<file path="src/sew_pkg.sv">
// Constants for the two-wire serial memory slave front end.
// Assumes a 250 MHz core clock; the link pins are sampled by that clock.
package sew_pkg;
    localparam int unsigned CLK_MHZ          = 250;
    localparam int unsigned PROG_TIME_US     = 5000;
    localparam int unsigned PROG_CYCLES      = PROG_TIME_US * CLK_MHZ;
    localparam int unsigned MEM_DEPTH        = 1024;
    localparam int unsigned ADDR_W           = 10;
    localparam int unsigned PAGE_BYTES       = 16;
    localparam int unsigned PAGE_W           = 4;
    localparam logic [3:0]  DEV_TYPE         = 4'ha;
    localparam int unsigned SA_TYPE_HI       = 7;
    localparam int unsigned SA_TYPE_LO       = 4;
    localparam int unsigned SA_STRAP_BIT     = 3;
    localparam int unsigned SA_BLK_HI_BIT    = 2;
    localparam int unsigned SA_BLK_LO_BIT    = 1;
    localparam int unsigned SA_RW_BIT        = 0;
    localparam int unsigned FIFO_DEPTH       = 32;
    localparam int unsigned FIFO_AW          = 5;
    localparam logic [7:0]  MEM_RESET_VALUE  = 8'hff;

    typedef enum logic [2:0]
    {
        SEW_IDLE  = 3'b000,
        SEW_ADDR  = 3'b001,
        SEW_WORD  = 3'b010,
        SEW_WDATA = 3'b011,
        SEW_RDATA = 3'b100,
        SEW_IGN   = 3'b101
    } sew_state_t;
endpackage

</file>
<file path="src/sew_fifo.sv">
// Synchronous FIFO with valid/ready on both sides.
// Single clock; full and empty come from a count.
`timescale 1ns/100ps
module sew_fifo
#(
    parameter int unsigned WIDTH = 18,
    parameter int unsigned DEPTH = 32,
    parameter int unsigned AW    = 5
)
(
    input  wire logic             core_clk_i,
    input  wire logic             reset_n_i,
    input  wire logic             flush_i,
    input  wire logic             in_valid_i,
    output logic                  in_ready_o,
    input  wire logic [WIDTH-1:0] in_data_i,
    output logic                  out_valid_o,
    input  wire logic             out_ready_i,
    output logic      [WIDTH-1:0] out_data_o
);
    logic [WIDTH-1:0] mem_q [DEPTH];
    logic [AW-1:0]    wr_q;
    logic [AW-1:0]    rd_q;
    logic [AW:0]      cnt_q;
    wire              push = in_valid_i && in_ready_o;
    wire              pop  = out_valid_o && out_ready_i;

    assign in_ready_o  = (cnt_q != (AW+1)'(DEPTH)) && !flush_i;
    assign out_valid_o = (cnt_q != '0);
    assign out_data_o  = mem_q[rd_q];

    always_ff @(posedge core_clk_i)
    begin
        if (push)
            mem_q[wr_q] <= in_data_i;
    end

    always_ff @(posedge core_clk_i or negedge reset_n_i)
    begin
        if (!reset_n_i)
        begin
            wr_q  <= '0;
            rd_q  <= '0;
            cnt_q <= '0;
        end
        else if (flush_i)
        begin
            wr_q  <= '0;
            rd_q  <= '0;
            cnt_q <= '0;
        end
        else
        begin
            if (push)
                wr_q <= wr_q + 1'b1;
            if (pop)
                rd_q <= rd_q + 1'b1;
            cnt_q <= cnt_q + (AW+1)'(push) - (AW+1)'(pop);
        end
    end
endmodule

</file>
<file path="src/sew_slave.sv">
// Two-wire serial memory slave: bus front end, page buffer and self-timed programming.
// Assumes a bus master drives the serial clock; reset_n_i is the power-on reset.
`timescale 1ns/100ps
module sew_slave
#(
    parameter int unsigned PROG_CYCLES = sew_pkg::PROG_CYCLES
)
(
    input  wire logic core_clk_i,
    input  wire logic reset_n_i,
    input  wire logic scl_i,
    input  wire logic sda_i,
    output logic      sda_o,
    output logic      sda_oe_o,
    input  wire logic device_select_strap_i,
    input  wire logic write_protect_i,
    output logic      busy_o,
    output logic      standby_o
);
    localparam int unsigned AW = sew_pkg::ADDR_W;
    localparam int unsigned FW = AW + 8;

    // Two-flop synchronisers for all pins
    logic [1:0] scl_s_q, sda_s_q, strap_s_q, wp_s_q;
    logic       scl_q, sda_q;

    always_ff @(posedge core_clk_i or negedge reset_n_i)
    begin
        if (!reset_n_i)
        begin
            scl_s_q   <= 2'h3;
            sda_s_q   <= 2'h3;
            strap_s_q <= 2'h0;
            wp_s_q    <= 2'h0;
            scl_q     <= 1'b1;
            sda_q     <= 1'b1;
        end
        else
        begin
            scl_s_q   <= {scl_s_q[0], scl_i};
            sda_s_q   <= {sda_s_q[0], sda_i};
            strap_s_q <= {strap_s_q[0], device_select_strap_i};
            wp_s_q    <= {wp_s_q[0], write_protect_i};
            scl_q     <= scl_s_q[1];
            sda_q     <= sda_s_q[1];
        end
    end

    wire scl    = scl_s_q[1];
    wire sda    = sda_s_q[1];
    wire strap  = strap_s_q[1];  // Floating pulled low at pad
    wire wp     = wp_s_q[1];
    wire scl_rise = scl && !scl_q;
    wire scl_fall = !scl && scl_q;
    wire start_c  = scl && scl_q && sda_q && !sda;
    wire stop_c   = scl && scl_q && !sda_q && sda;

    sew_pkg::sew_state_t state_q;
    logic [7:0]    shift_q;
    logic [3:0]    bit_q;
    logic          ack_phase_q;
    logic          drive_low_q;
    logic          rd_q;
    logic [AW-1:0] addr_q;
    logic          loaded_q;
    logic          prog_q;
    logic [22:0]   prog_cnt_q;
    logic [7:0]    mem_q [sew_pkg::MEM_DEPTH];
    logic [7:0]    rdata_q;

    // FIFO carries loaded page bytes to the programmer
    logic          fifo_in_valid;
    logic          fifo_in_ready;
    logic [FW-1:0] fifo_out_data;
    logic          fifo_out_valid;
    logic          fifo_out_ready;
    logic          fifo_flush;

    wire byte_done   = scl_rise && (bit_q == 4'h7) && !ack_phase_q;
    wire [7:0] rx    = {shift_q[6:0], sda};
    wire addr_match  = (rx[sew_pkg::SA_TYPE_HI:sew_pkg::SA_TYPE_LO] == sew_pkg::DEV_TYPE)
                       && (rx[sew_pkg::SA_STRAP_BIT] == strap);
    wire addr_ack    = addr_match && !prog_q;
    wire data_ack    = fifo_in_ready;
    wire store_byte  = byte_done && (state_q == sew_pkg::SEW_WDATA) && data_ack;
    wire commit      = stop_c && loaded_q && !prog_q && !wp;
    wire discard     = stop_c && loaded_q && wp;

    assign fifo_in_valid  = store_byte;
    assign fifo_out_ready = prog_q && (prog_cnt_q == 23'h0);
    assign fifo_flush     = discard;

    sew_fifo
    #(
        .WIDTH (FW),
        .DEPTH (sew_pkg::FIFO_DEPTH),
        .AW    (sew_pkg::FIFO_AW)
    )
    u_fifo
    (
        .core_clk_i  (core_clk_i),
        .reset_n_i   (reset_n_i),
        .flush_i     (fifo_flush),
        .in_valid_i  (fifo_in_valid),
        .in_ready_o  (fifo_in_ready),
        .in_data_i   ({addr_q, rx}),
        .out_valid_o (fifo_out_valid),
        .out_ready_i (fifo_out_ready),
        .out_data_o  (fifo_out_data)
    );

    // Bit engine and protocol state machine
    always_ff @(posedge core_clk_i or negedge reset_n_i)
    begin
        if (!reset_n_i)
        begin
            state_q     <= sew_pkg::SEW_IDLE;
            shift_q     <= 8'h00;
            bit_q       <= 4'h0;
            ack_phase_q <= 1'b0;
            drive_low_q <= 1'b0;
            rd_q        <= 1'b0;
            addr_q      <= '0;
            loaded_q    <= 1'b0;
        end
        else if (start_c)
        begin
            state_q     <= sew_pkg::SEW_ADDR;
            bit_q       <= 4'h0;
            ack_phase_q <= 1'b0;
            drive_low_q <= 1'b0;
        end
        else if (stop_c)
        begin
            state_q     <= sew_pkg::SEW_IDLE;
            drive_low_q <= 1'b0;
            loaded_q    <= 1'b0;
        end
        else if (state_q != sew_pkg::SEW_IDLE && state_q != sew_pkg::SEW_IGN)
        begin
            if (scl_rise && !ack_phase_q)
            begin
                shift_q <= rx;
                bit_q   <= bit_q + 4'h1;
            end
            if (byte_done)
            begin
                ack_phase_q <= 1'b1;
                case (state_q)
                    sew_pkg::SEW_ADDR:
                    begin
                        rd_q <= rx[sew_pkg::SA_RW_BIT];
                        addr_q[AW-1:AW-2] <= {rx[sew_pkg::SA_BLK_HI_BIT], rx[sew_pkg::SA_BLK_LO_BIT]};
                        if (!addr_ack)
                            state_q <= sew_pkg::SEW_IGN;
                        else if (rx[sew_pkg::SA_RW_BIT])
                            state_q <= sew_pkg::SEW_RDATA;
                        else
                            state_q <= sew_pkg::SEW_WORD;
                    end
                    sew_pkg::SEW_WORD:
                    begin
                        addr_q[7:0] <= rx;
                        state_q     <= sew_pkg::SEW_WDATA;
                    end
                    sew_pkg::SEW_WDATA:
                    begin
                        if (data_ack)
                        begin
                            loaded_q <= 1'b1;
                            addr_q[sew_pkg::PAGE_W-1:0] <= addr_q[sew_pkg::PAGE_W-1:0] + 4'h1;
                        end
                    end
                    default:
                    begin
                        state_q <= state_q;
                    end
                endcase
            end
            if (scl_fall && bit_q == 4'h8 && !ack_phase_q && state_q == sew_pkg::SEW_RDATA && !rd_q)
                drive_low_q <= 1'b0;
            if (scl_fall && ack_phase_q)
            begin
                if (bit_q == 4'h8)
                begin
                    // Drive ack unless the slave address was refused; data bytes are acked even when the FIFO is full
                    drive_low_q <= (state_q != sew_pkg::SEW_IGN);
                    bit_q       <= 4'h9;
                end
                else
                begin
                    drive_low_q <= 1'b0;
                    ack_phase_q <= 1'b0;
                    bit_q       <= 4'h0;
                end
            end
        end
    end

    // Self-timed programming; array written one byte at a time from the FIFO
    always_ff @(posedge core_clk_i or negedge reset_n_i)
    begin
        if (!reset_n_i)
        begin
            prog_q     <= 1'b0;
            prog_cnt_q <= 23'h0;
        end
        else if (commit)
        begin
            prog_q     <= 1'b1;
            // Room for a full FIFO drain plus the final empty check
            prog_cnt_q <= 23'(PROG_CYCLES - sew_pkg::FIFO_DEPTH - 1);
        end
        else if (prog_q)
        begin
            if (prog_cnt_q != 23'h0)
                prog_cnt_q <= prog_cnt_q - 23'h1;
            else if (!fifo_out_valid)
                prog_q <= 1'b0;
        end
    end

    always_ff @(posedge core_clk_i)
    begin
        if (fifo_out_valid && fifo_out_ready && !wp)
            mem_q[fifo_out_data[FW-1:8]] <= fifo_out_data[7:0];
        rdata_q <= mem_q[addr_q];
    end

    assign sda_o     = 1'b0;
    assign sda_oe_o  = drive_low_q;
    assign busy_o    = prog_q;
    assign standby_o = (state_q == sew_pkg::SEW_IDLE) && !prog_q;
endmodule

</file>
<file path="config.mk">
export PLATFORM = sky130hd
export DESIGN_NAME = sew_slave
export DESIGN_NICKNAME = d
export VERILOG_FILES = /design/src/sew_pkg.sv /design/src/sew_fifo.sv /design/src/sew_slave.sv
export SDC_FILE = /design/constraint.sdc
export NUM_CORES = 1
export LEC_CHECK = 0
export BUFFER_PORTS_ARGS = -buffer_cell sky130_fd_sc_hd__buf_2
export CAP_MARGIN = 5
export CORE_UTILIZATION = 60
export CTS_CLUSTER_DIAMETER = 60
export DETAILED_ROUTE_END_ITERATION = 8
export PLACE_DENSITY_LB_ADDON = 0.15
export SYNTH_ARGS = -nofsm -noshare
export SYNTH_HDL_FRONTEND = slang
export SYNTH_SLANG_ARGS = --single-unit
</file>
<file path="constraint.sdc">
create_clock -name core_clk_i -period 7.74 [get_ports core_clk_i]
set_input_delay 0.774 -clock core_clk_i [delete_from_list [all_inputs] [get_ports core_clk_i]]
set_output_delay 0.774 -clock core_clk_i [all_outputs]
set_load 0.05 [all_outputs]
</file>
==> results.txt, run 1 <==
Fraction of layout cells with a size suffix above 1: 18.5%
WL final: 5430 µm
Hold WC Path Type: reg -> reg
Hold Vio Cnt, Final: 0
I/O Pins: 10
Period minus WS final: 3.31 ns
Worst setup slack after layout: 4.43 ns
Yosys cell types: 56
Crit-path leading delay family: simple AND/OR/NAND/NOR gates
Final period utilization: 42.7%
First-pass GRT wire length: 9230 µm
Synth warnings: 0
Dpl hpwl: 3710 µm
CTS Buffer Depth: 2
FFs w/ async S/R, synth: 100%
Pleak: 0.00158 µW
Number of synthesized flops with an enable pin: 0
Pre-CTS setup slack: 4.47 ns
Mean post-synth cell area: 10.6 µm²
Initial antenna violation count: 0
Clk_lat worst skew: 0.34 ns
GP Congestion: 0.827
Cell chain of the critical path: or4_4 > or4_4 > nor3_1 > ha_1 > inv_1 > ha_1 > fa_1 > a21oi_1 > nor2_1 > nor2_1 > xor2_1 > nor2_1
Fillers: 363
Post-Syn Nets: 302
Die outline width: 72.6 µm
Worst EP arrival: 3.53 ns
Primary FF master, synth: dfrtp_1
WL per Instance: 14.9 µm
GRT Util Overall: 23.8%
Largest net degree at the start of global routing: 59
Worst VDD drop: 149 µV
#FFs+latches synth: 58
Critical Path Most Common Cell: nor2_1
Slew HR: 48.2%
Fraction of synthesized cell area taken by the top area cell type: 43.5%
Iteration-0 DRC Markers: 62
Leading area contributor after synthesis: dfrtp_1
Nets: 312
Detail Route Antenna Nets: 0
CP endpoint kind: flop
Setup TNS Final: 0 ns
Root Driver: clkbuf_8
Vias/cell: 5.84
Post-CTS Setup Inserts: 0
Outcome: finished clean
Final core area utilization: 69.1%
Final hold slack: 0.358 ns
Core area: 4750 µm²
PwrDens: 222 nW/µm²
Synthesized instance count: 282
# port buffers: 8
Max H-tree Level: 3
RSZ-0062 raised after global routing: false
Max stage delay cell, worst path: or4_4
Clock slew at reported path FFs: 0.06 ns
Post-Route Skew: 0.00411 ns
Vias in the first global route: 2015
Starting Density: 62.9%
CTS tree: built
Seq/Total Area, Yosys: 48.8%
Total power: 729 µW
Max Fclk: 302 MHz
Req. time, crit path: 7.96 ns
Worst Path Max Fanout: 7
Residual DRC: 0
Crit path kind: reg -> reg
Number of max-cap violations: 0
Die H: 72.6 µm
Slew at the pin with the worst max-slew slack: 0.766 ns
CP bufs+invs: 1
Max Slew Vio Count: 0
CTS resizes: 0
First-pass DRT Iterations: 4
Worst Setup Start Kind: flop
Slowest stage delay, CP: 0.61 ns
Cell Area, Synth: 2990 µm²
Hold buffer count at CTS: 0
Area Overhead vs Synth: 9.79%
Final setup fails: 0
CTS buffer count: 9
Clock Sinks: 58
Die area: 5270 µm²
Diode count: 0
DR vias: 2125
Row count: 25
Synth area leaders: dfrtp_1 (43%), ha_1 (5.4%), dfstp_2 (5.3%)
Remaining Overflow, GRT: 0
==> final cells by class <==
type                    count  area, µm²  share of cell area, %
multi-input cells         200       1420                   43.3
inverters                  14       52.6                   1.60
well taps                  67       83.8                   2.55
flip-flops and latches     58       1460                   44.4
repair buffers              9       47.5                   1.45
clock buffers              11        141                   4.30
clock inverters             5       77.6                   2.36
==> worst paths after layout <==
check / to / slack, ns / cells after the start / from
min in group asynchronous: bit_q[0] / 0.56 / 2 / reset_n_i
hold reg to reg: sda_s_q[1] / 0.36 / 0 / sda_s_q[0]
setup reg to reg: u_fifo.cnt_q[4] / 4.43 / 12 / prog_cnt_q[14]
hold / removal: sda_s_q[1] / 0.36 / 0 / sda_s_q[0]
max in group asynchronous: loaded_q / 6.71 / 2 / reset_n_i
setup / recovery: u_fifo.cnt_q[4] / 4.43 / 12 / prog_cnt_q[14]
==> metrics by stage <==
| step | instance area (µm²) | cells |
|---|---|---|
| after floorplan | 2990 | 282 |
| after global placement | 3070 | 348 |
| after detailed placement | 3070 | 348 |
| after CTS | 3280 | 364 |
| after global routing | 3280 | 364 |
| final | 3280 | 364 |
==> cells by family (layout without fill, tap and decap cells) <==
| kind of cell | after synthesis | count (layout) | synth area share (%) |
|---|---|---|---|
| buffers and inverters | 24 | 39 | 3.68 |
| other | 1 | 1 | 0.125 |
| AND/OR/NAND/NOR | 101 | 101 | 19.2 |
| adder cells (fa/ha/maj) | 14 | 14 | 6.11 |
| XOR/XNOR | 11 | 11 | 3.47 |
| AO/OA/AOI/OAI | 63 | 63 | 14.9 |
| flip-flops | 58 | 58 | 48.8 |
| multiplexers | 10 | 10 | 3.68 |
==> flip-flops by register name, summed over array words and instances, names as in the netlist, 2 cells and up <==
register / flops
prog_cnt_q: 23
state_q: 3
strap_s_q: 2
scl_s_q: 2
wp_s_q: 2
u_fifo.cnt_q: 6
shift_q: 7
sda_s_q: 2
bit_q: 4
==> where the power goes <==
group / switching, µW / internal (µW)
registers: 25.1 / 332
clock network: 115 / 189
logic: 34.7 / 32.8
==> layout by cell type, fill, tap and decap left out, drive strengths merged, types with 2 or more instances in the layout <==
| cell type | instances |
|---|---|
| and4b | 2 |
| nor2b | 2 |
| o21ba | 2 |
| o41ai | 5 |
| a21oi | 14 |
| nor4 | 7 |
| or4 | 8 |
| buf | 9 |
| a21o | 2 |
| xnor2 | 7 |
| o211ai | 4 |
| a211oi | 5 |
| mux2i | 2 |
| nand2 | 18 |
| xor2 | 4 |
| mux2 | 8 |
| inv | 14 |
| clkbuf | 11 |
| nor3 | 8 |
| o31ai | 7 |
| nor2 | 20 |
| bufinv | 2 |
| nand3b | 2 |
| nand3 | 13 |
| dfstp | 6 |
| nand2b | 2 |
| a31oi | 3 |
| nand4b | 3 |
| o311ai | 5 |
| and3 | 3 |
| ha | 13 |
| o21ai | 13 |
| or3 | 5 |
| dfrtp | 52 |
| nor4b | 2 |
| clkinv | 2 |
==> cells in the mapped netlist, types with 4 or more instances <==
| master | number |
|---|---|
| o31ai_1 | 7 |
| a21oi_1 | 14 |
| xnor2_1 | 7 |
| or4_4 | 4 |
| dfrtp_1 | 52 |
| inv_1 | 14 |
| nor3_1 | 8 |
| nor4_1 | 6 |
| nor2_1 | 20 |
| o21ai_0 | 11 |
| mux2_2 | 8 |
| nand3_1 | 13 |
| nand2_1 | 18 |
| a211oi_1 | 5 |
| ha_1 | 13 |
| clkbuf_1 | 6 |
| o41ai_1 | 5 |
| o211ai_1 | 4 |
| o311ai_0 | 4 |
| dfstp_2 | 6 |
==> per-layer routing <==
| layer | track usage, % | vias to the layer above | share of wire [%] | routed length (µm) |
|---|---|---|---|---|
| li1 | - | 1055 | - | - |
| met1 | 30.7 | 1022 | 47 | 2570 |
| met2 | 37.0 | 40 | 47 | 2550 |
| met3 | 9.81 | 8 | 4.5 | 243 |
| met4 | 7.41 | 0 | 1.2 | 66 |
| met5 | 0 | - | 0 | 0 |
Power figures use the tool's default switching activity.
==> run 2, diff against run 1 <==
==> constraint.sdc (replaced) <==
create_clock -name core_clk_i -period 3.4 [get_ports core_clk_i]
set_input_delay 0.34 -clock core_clk_i [delete_from_list [all_inputs] [get_ports core_clk_i]]
set_output_delay 0.34 -clock core_clk_i [all_outputs]
set_load 0.05 [all_outputs]
==> run 2 against run 1 <==
First-iteration DRC count is 110% higher. Largest power group unchanged. Largest cell class unchanged. Clock skew hardly changed. Global-route usage is 0.67 points higher. Sequential share of layout area is 1.1 points lower. Sequential power is 130% higher. Die area stayed put. Critical endpoint unchanged. Combinational power is 130% higher. Core utilization is 1.7 points higher. Cell area is 2.5% higher.
==> results.txt, run 2 (synthesis gave the netlist of run 1 again) <==
Core area: 4750 µm²
Most frequent cells in the layout: dfrtp_1 (52), nor2_1 (20), nand2_1 (18), inv_1 (14)
Worst Path Max Fanout: 4
Iteration-0 DRC Markers: 131
CTS buffer count: 9
Clock Sinks: 58
Worst VDD drop: 464 µV
Number of max-cap violations: 0
Clk_lat worst skew: 0.34 ns
Final setup fails: 0
DR vias: 2162
Root Driver: clkbuf_8
GRT Util Overall: 24.5%
Max H-tree Level: 3
Crit path kind: reg -> reg
Vias/cell: 5.86
Worst reg2reg path depth: 14
WL per Instance: 15.4 µm
Period minus WS final: 3.16 ns
Register Area: 1460 µm²
Req. time, crit path: 3.62 ns
Diode count: 0
Slowest stage delay, CP: 0.45 ns
Detail Route Antenna Nets: 0
Fillers: 363
Cell chain of the critical path: inv_1 > ha_1 > or3b_2 > or4_4 > nor3_2 > ha_1 > inv_1 > ha_1 > fa_2 > a21oi_2 > nor2_1 > nor2_1 > xor2_1 > nor2_1
Max reg flops: 23
Final period utilization: 93.0%
Outcome: finished clean
First-pass GRT wire length: 9630 µm
Fin area: 3370 µm²
I/O Pins: 10
WL final: 5690 µm
Row count: 25
Placed Area: 3100 µm²
Max Fclk: 316 MHz
Setup TNS Final: 0 ns
Worst EP arrival: 3.39 ns
Die outline width: 72.6 µm
Die area: 5270 µm²
Most common cell after layout, fill and taps aside: dfrtp_1
Pleak: 0.00162 µW
Worst hold path cell count: 1
Top Registers: prog_cnt_q (23), shift_q (7), u_fifo.cnt_q (6)
Largest net degree at the start of global routing: 36
Hold WC Path Type: in -> reg
Max Slew Vio Count: 0
CTS Buffer Depth: 2
CP endpoint kind: flop
Worst Setup Start Kind: flop
Nets: 317
Remaining Overflow, GRT: 0
Starting Density: 62.9%
# port buffers: 8
Vias in the first global route: 2052
RSZ-0062 raised after global routing: false
Dpl hpwl: 3900 µm
Slew at the pin with the worst max-slew slack: 0.755 ns
Residual DRC: 0
Fraction of layout cells with a size suffix above 1: 20.9%
Area Overhead vs Synth: 12.5%
Max stage delay cell, worst path: or3b_2
GP Congestion: 0.854
Clock slew at reported path FFs: 0.07 ns
PwrDens: 521 nW/µm²
Multi-input gate area: 1430 µm²
Die H: 72.6 µm
First-pass DRT Iterations: 4
Hold Vio Cnt, Final: 0
Slew HR: 49.0%
Largest Register: prog_cnt_q
Post-Route Skew: 0.00431 ns
Initial antenna violation count: 0
CTS tree: built
[run 2: cell type report]
| type | count | area share (%) |
|---|---|---|
| sequential | 58 | 43.3 |
| multi-input combinational | 200 | 42.6 |
| clock inverter | 7 | 3.72 |
| clock buffer | 9 | 3.68 |
| timing repair buffer | 14 | 2.60 |
| tap | 67 | 2.49 |
| inverter | 14 | 1.56 |
[run 2: worst max-delay path, delay by kind of cell, from the launching register on]
family          cells  cell delay [ns]
compound gates      1             0.15
xor+xnor            1             0.16
fa+ha+maj           4             0.90
buf+inv             2             0.16
flops               1             0.38
simple gates        6             1.30
[run 2: metrics by stage]
| step | util, % | hold WS, ns | instances | total power, µW | setup WS (ns) |
|---|---|---|---|---|---|
| 2_1_floorplan | - | 0.0444 | 282 | 932 | 0.287 |
| 3_5_place_dp | 65.1 | 0.336 | 352 | 983 | 0.175 |
| 5_1_grt | 70.8 | 0.0778 | 369 | 1830 | 0.0467 |
| 6_report | 70.8 | 0.100 | 369 | 1750 | 0.237 |
| 4_1_cts | 70.6 | 0.0869 | 369 | 1770 | 0.160 |
| 3_3_place_gp | 65.1 | 0.332 | 352 | 973 | 0.252 |
[run 2: repair_timing]
item,in CTS,in global routing
hold endpoints to repair,22,0
gates resized for setup,0,3
endpoints found under the setup margin,0,1
hold buffers,1,0
buffers inserted,0,0
[run 2: layer usage]
metal / vias to the layer above / part of all wire (%) / track usage, %
li1: 1072 / - / -
met1: 1049 / 47 / 33.8
met2: 31 / 48 / 36.4
met3: 10 / 3.7 / 6.35
met4: 0 / 1.7 / 11.3
met5: - / 0 / 0
[run 2: report_power, final]
part,leakage [µW],switching (µW),internal [µW]
clock network,0.000124,290,494
logic,0.000730,78.2,75.1
registers,0.000764,59.3,756
total,0.00162,428,1320
[run 2: worst paths after layout]
check | end | slack [ns] | startpoint
min in group asynchronous | bit_q[0] | 0.52 | reset_n_i
min reg2reg | wp_s_q[1] | 0.35 | wp_s_q[0]
max reg2reg | u_fifo.cnt_q[4] | 0.24 | prog_cnt_q[0]
max in group asynchronous | sda_q | 2.02 | reset_n_i
max | u_fifo.cnt_q[4] | 0.24 | prog_cnt_q[0]
min | scl_s_q[0] | 0.10 | scl_i
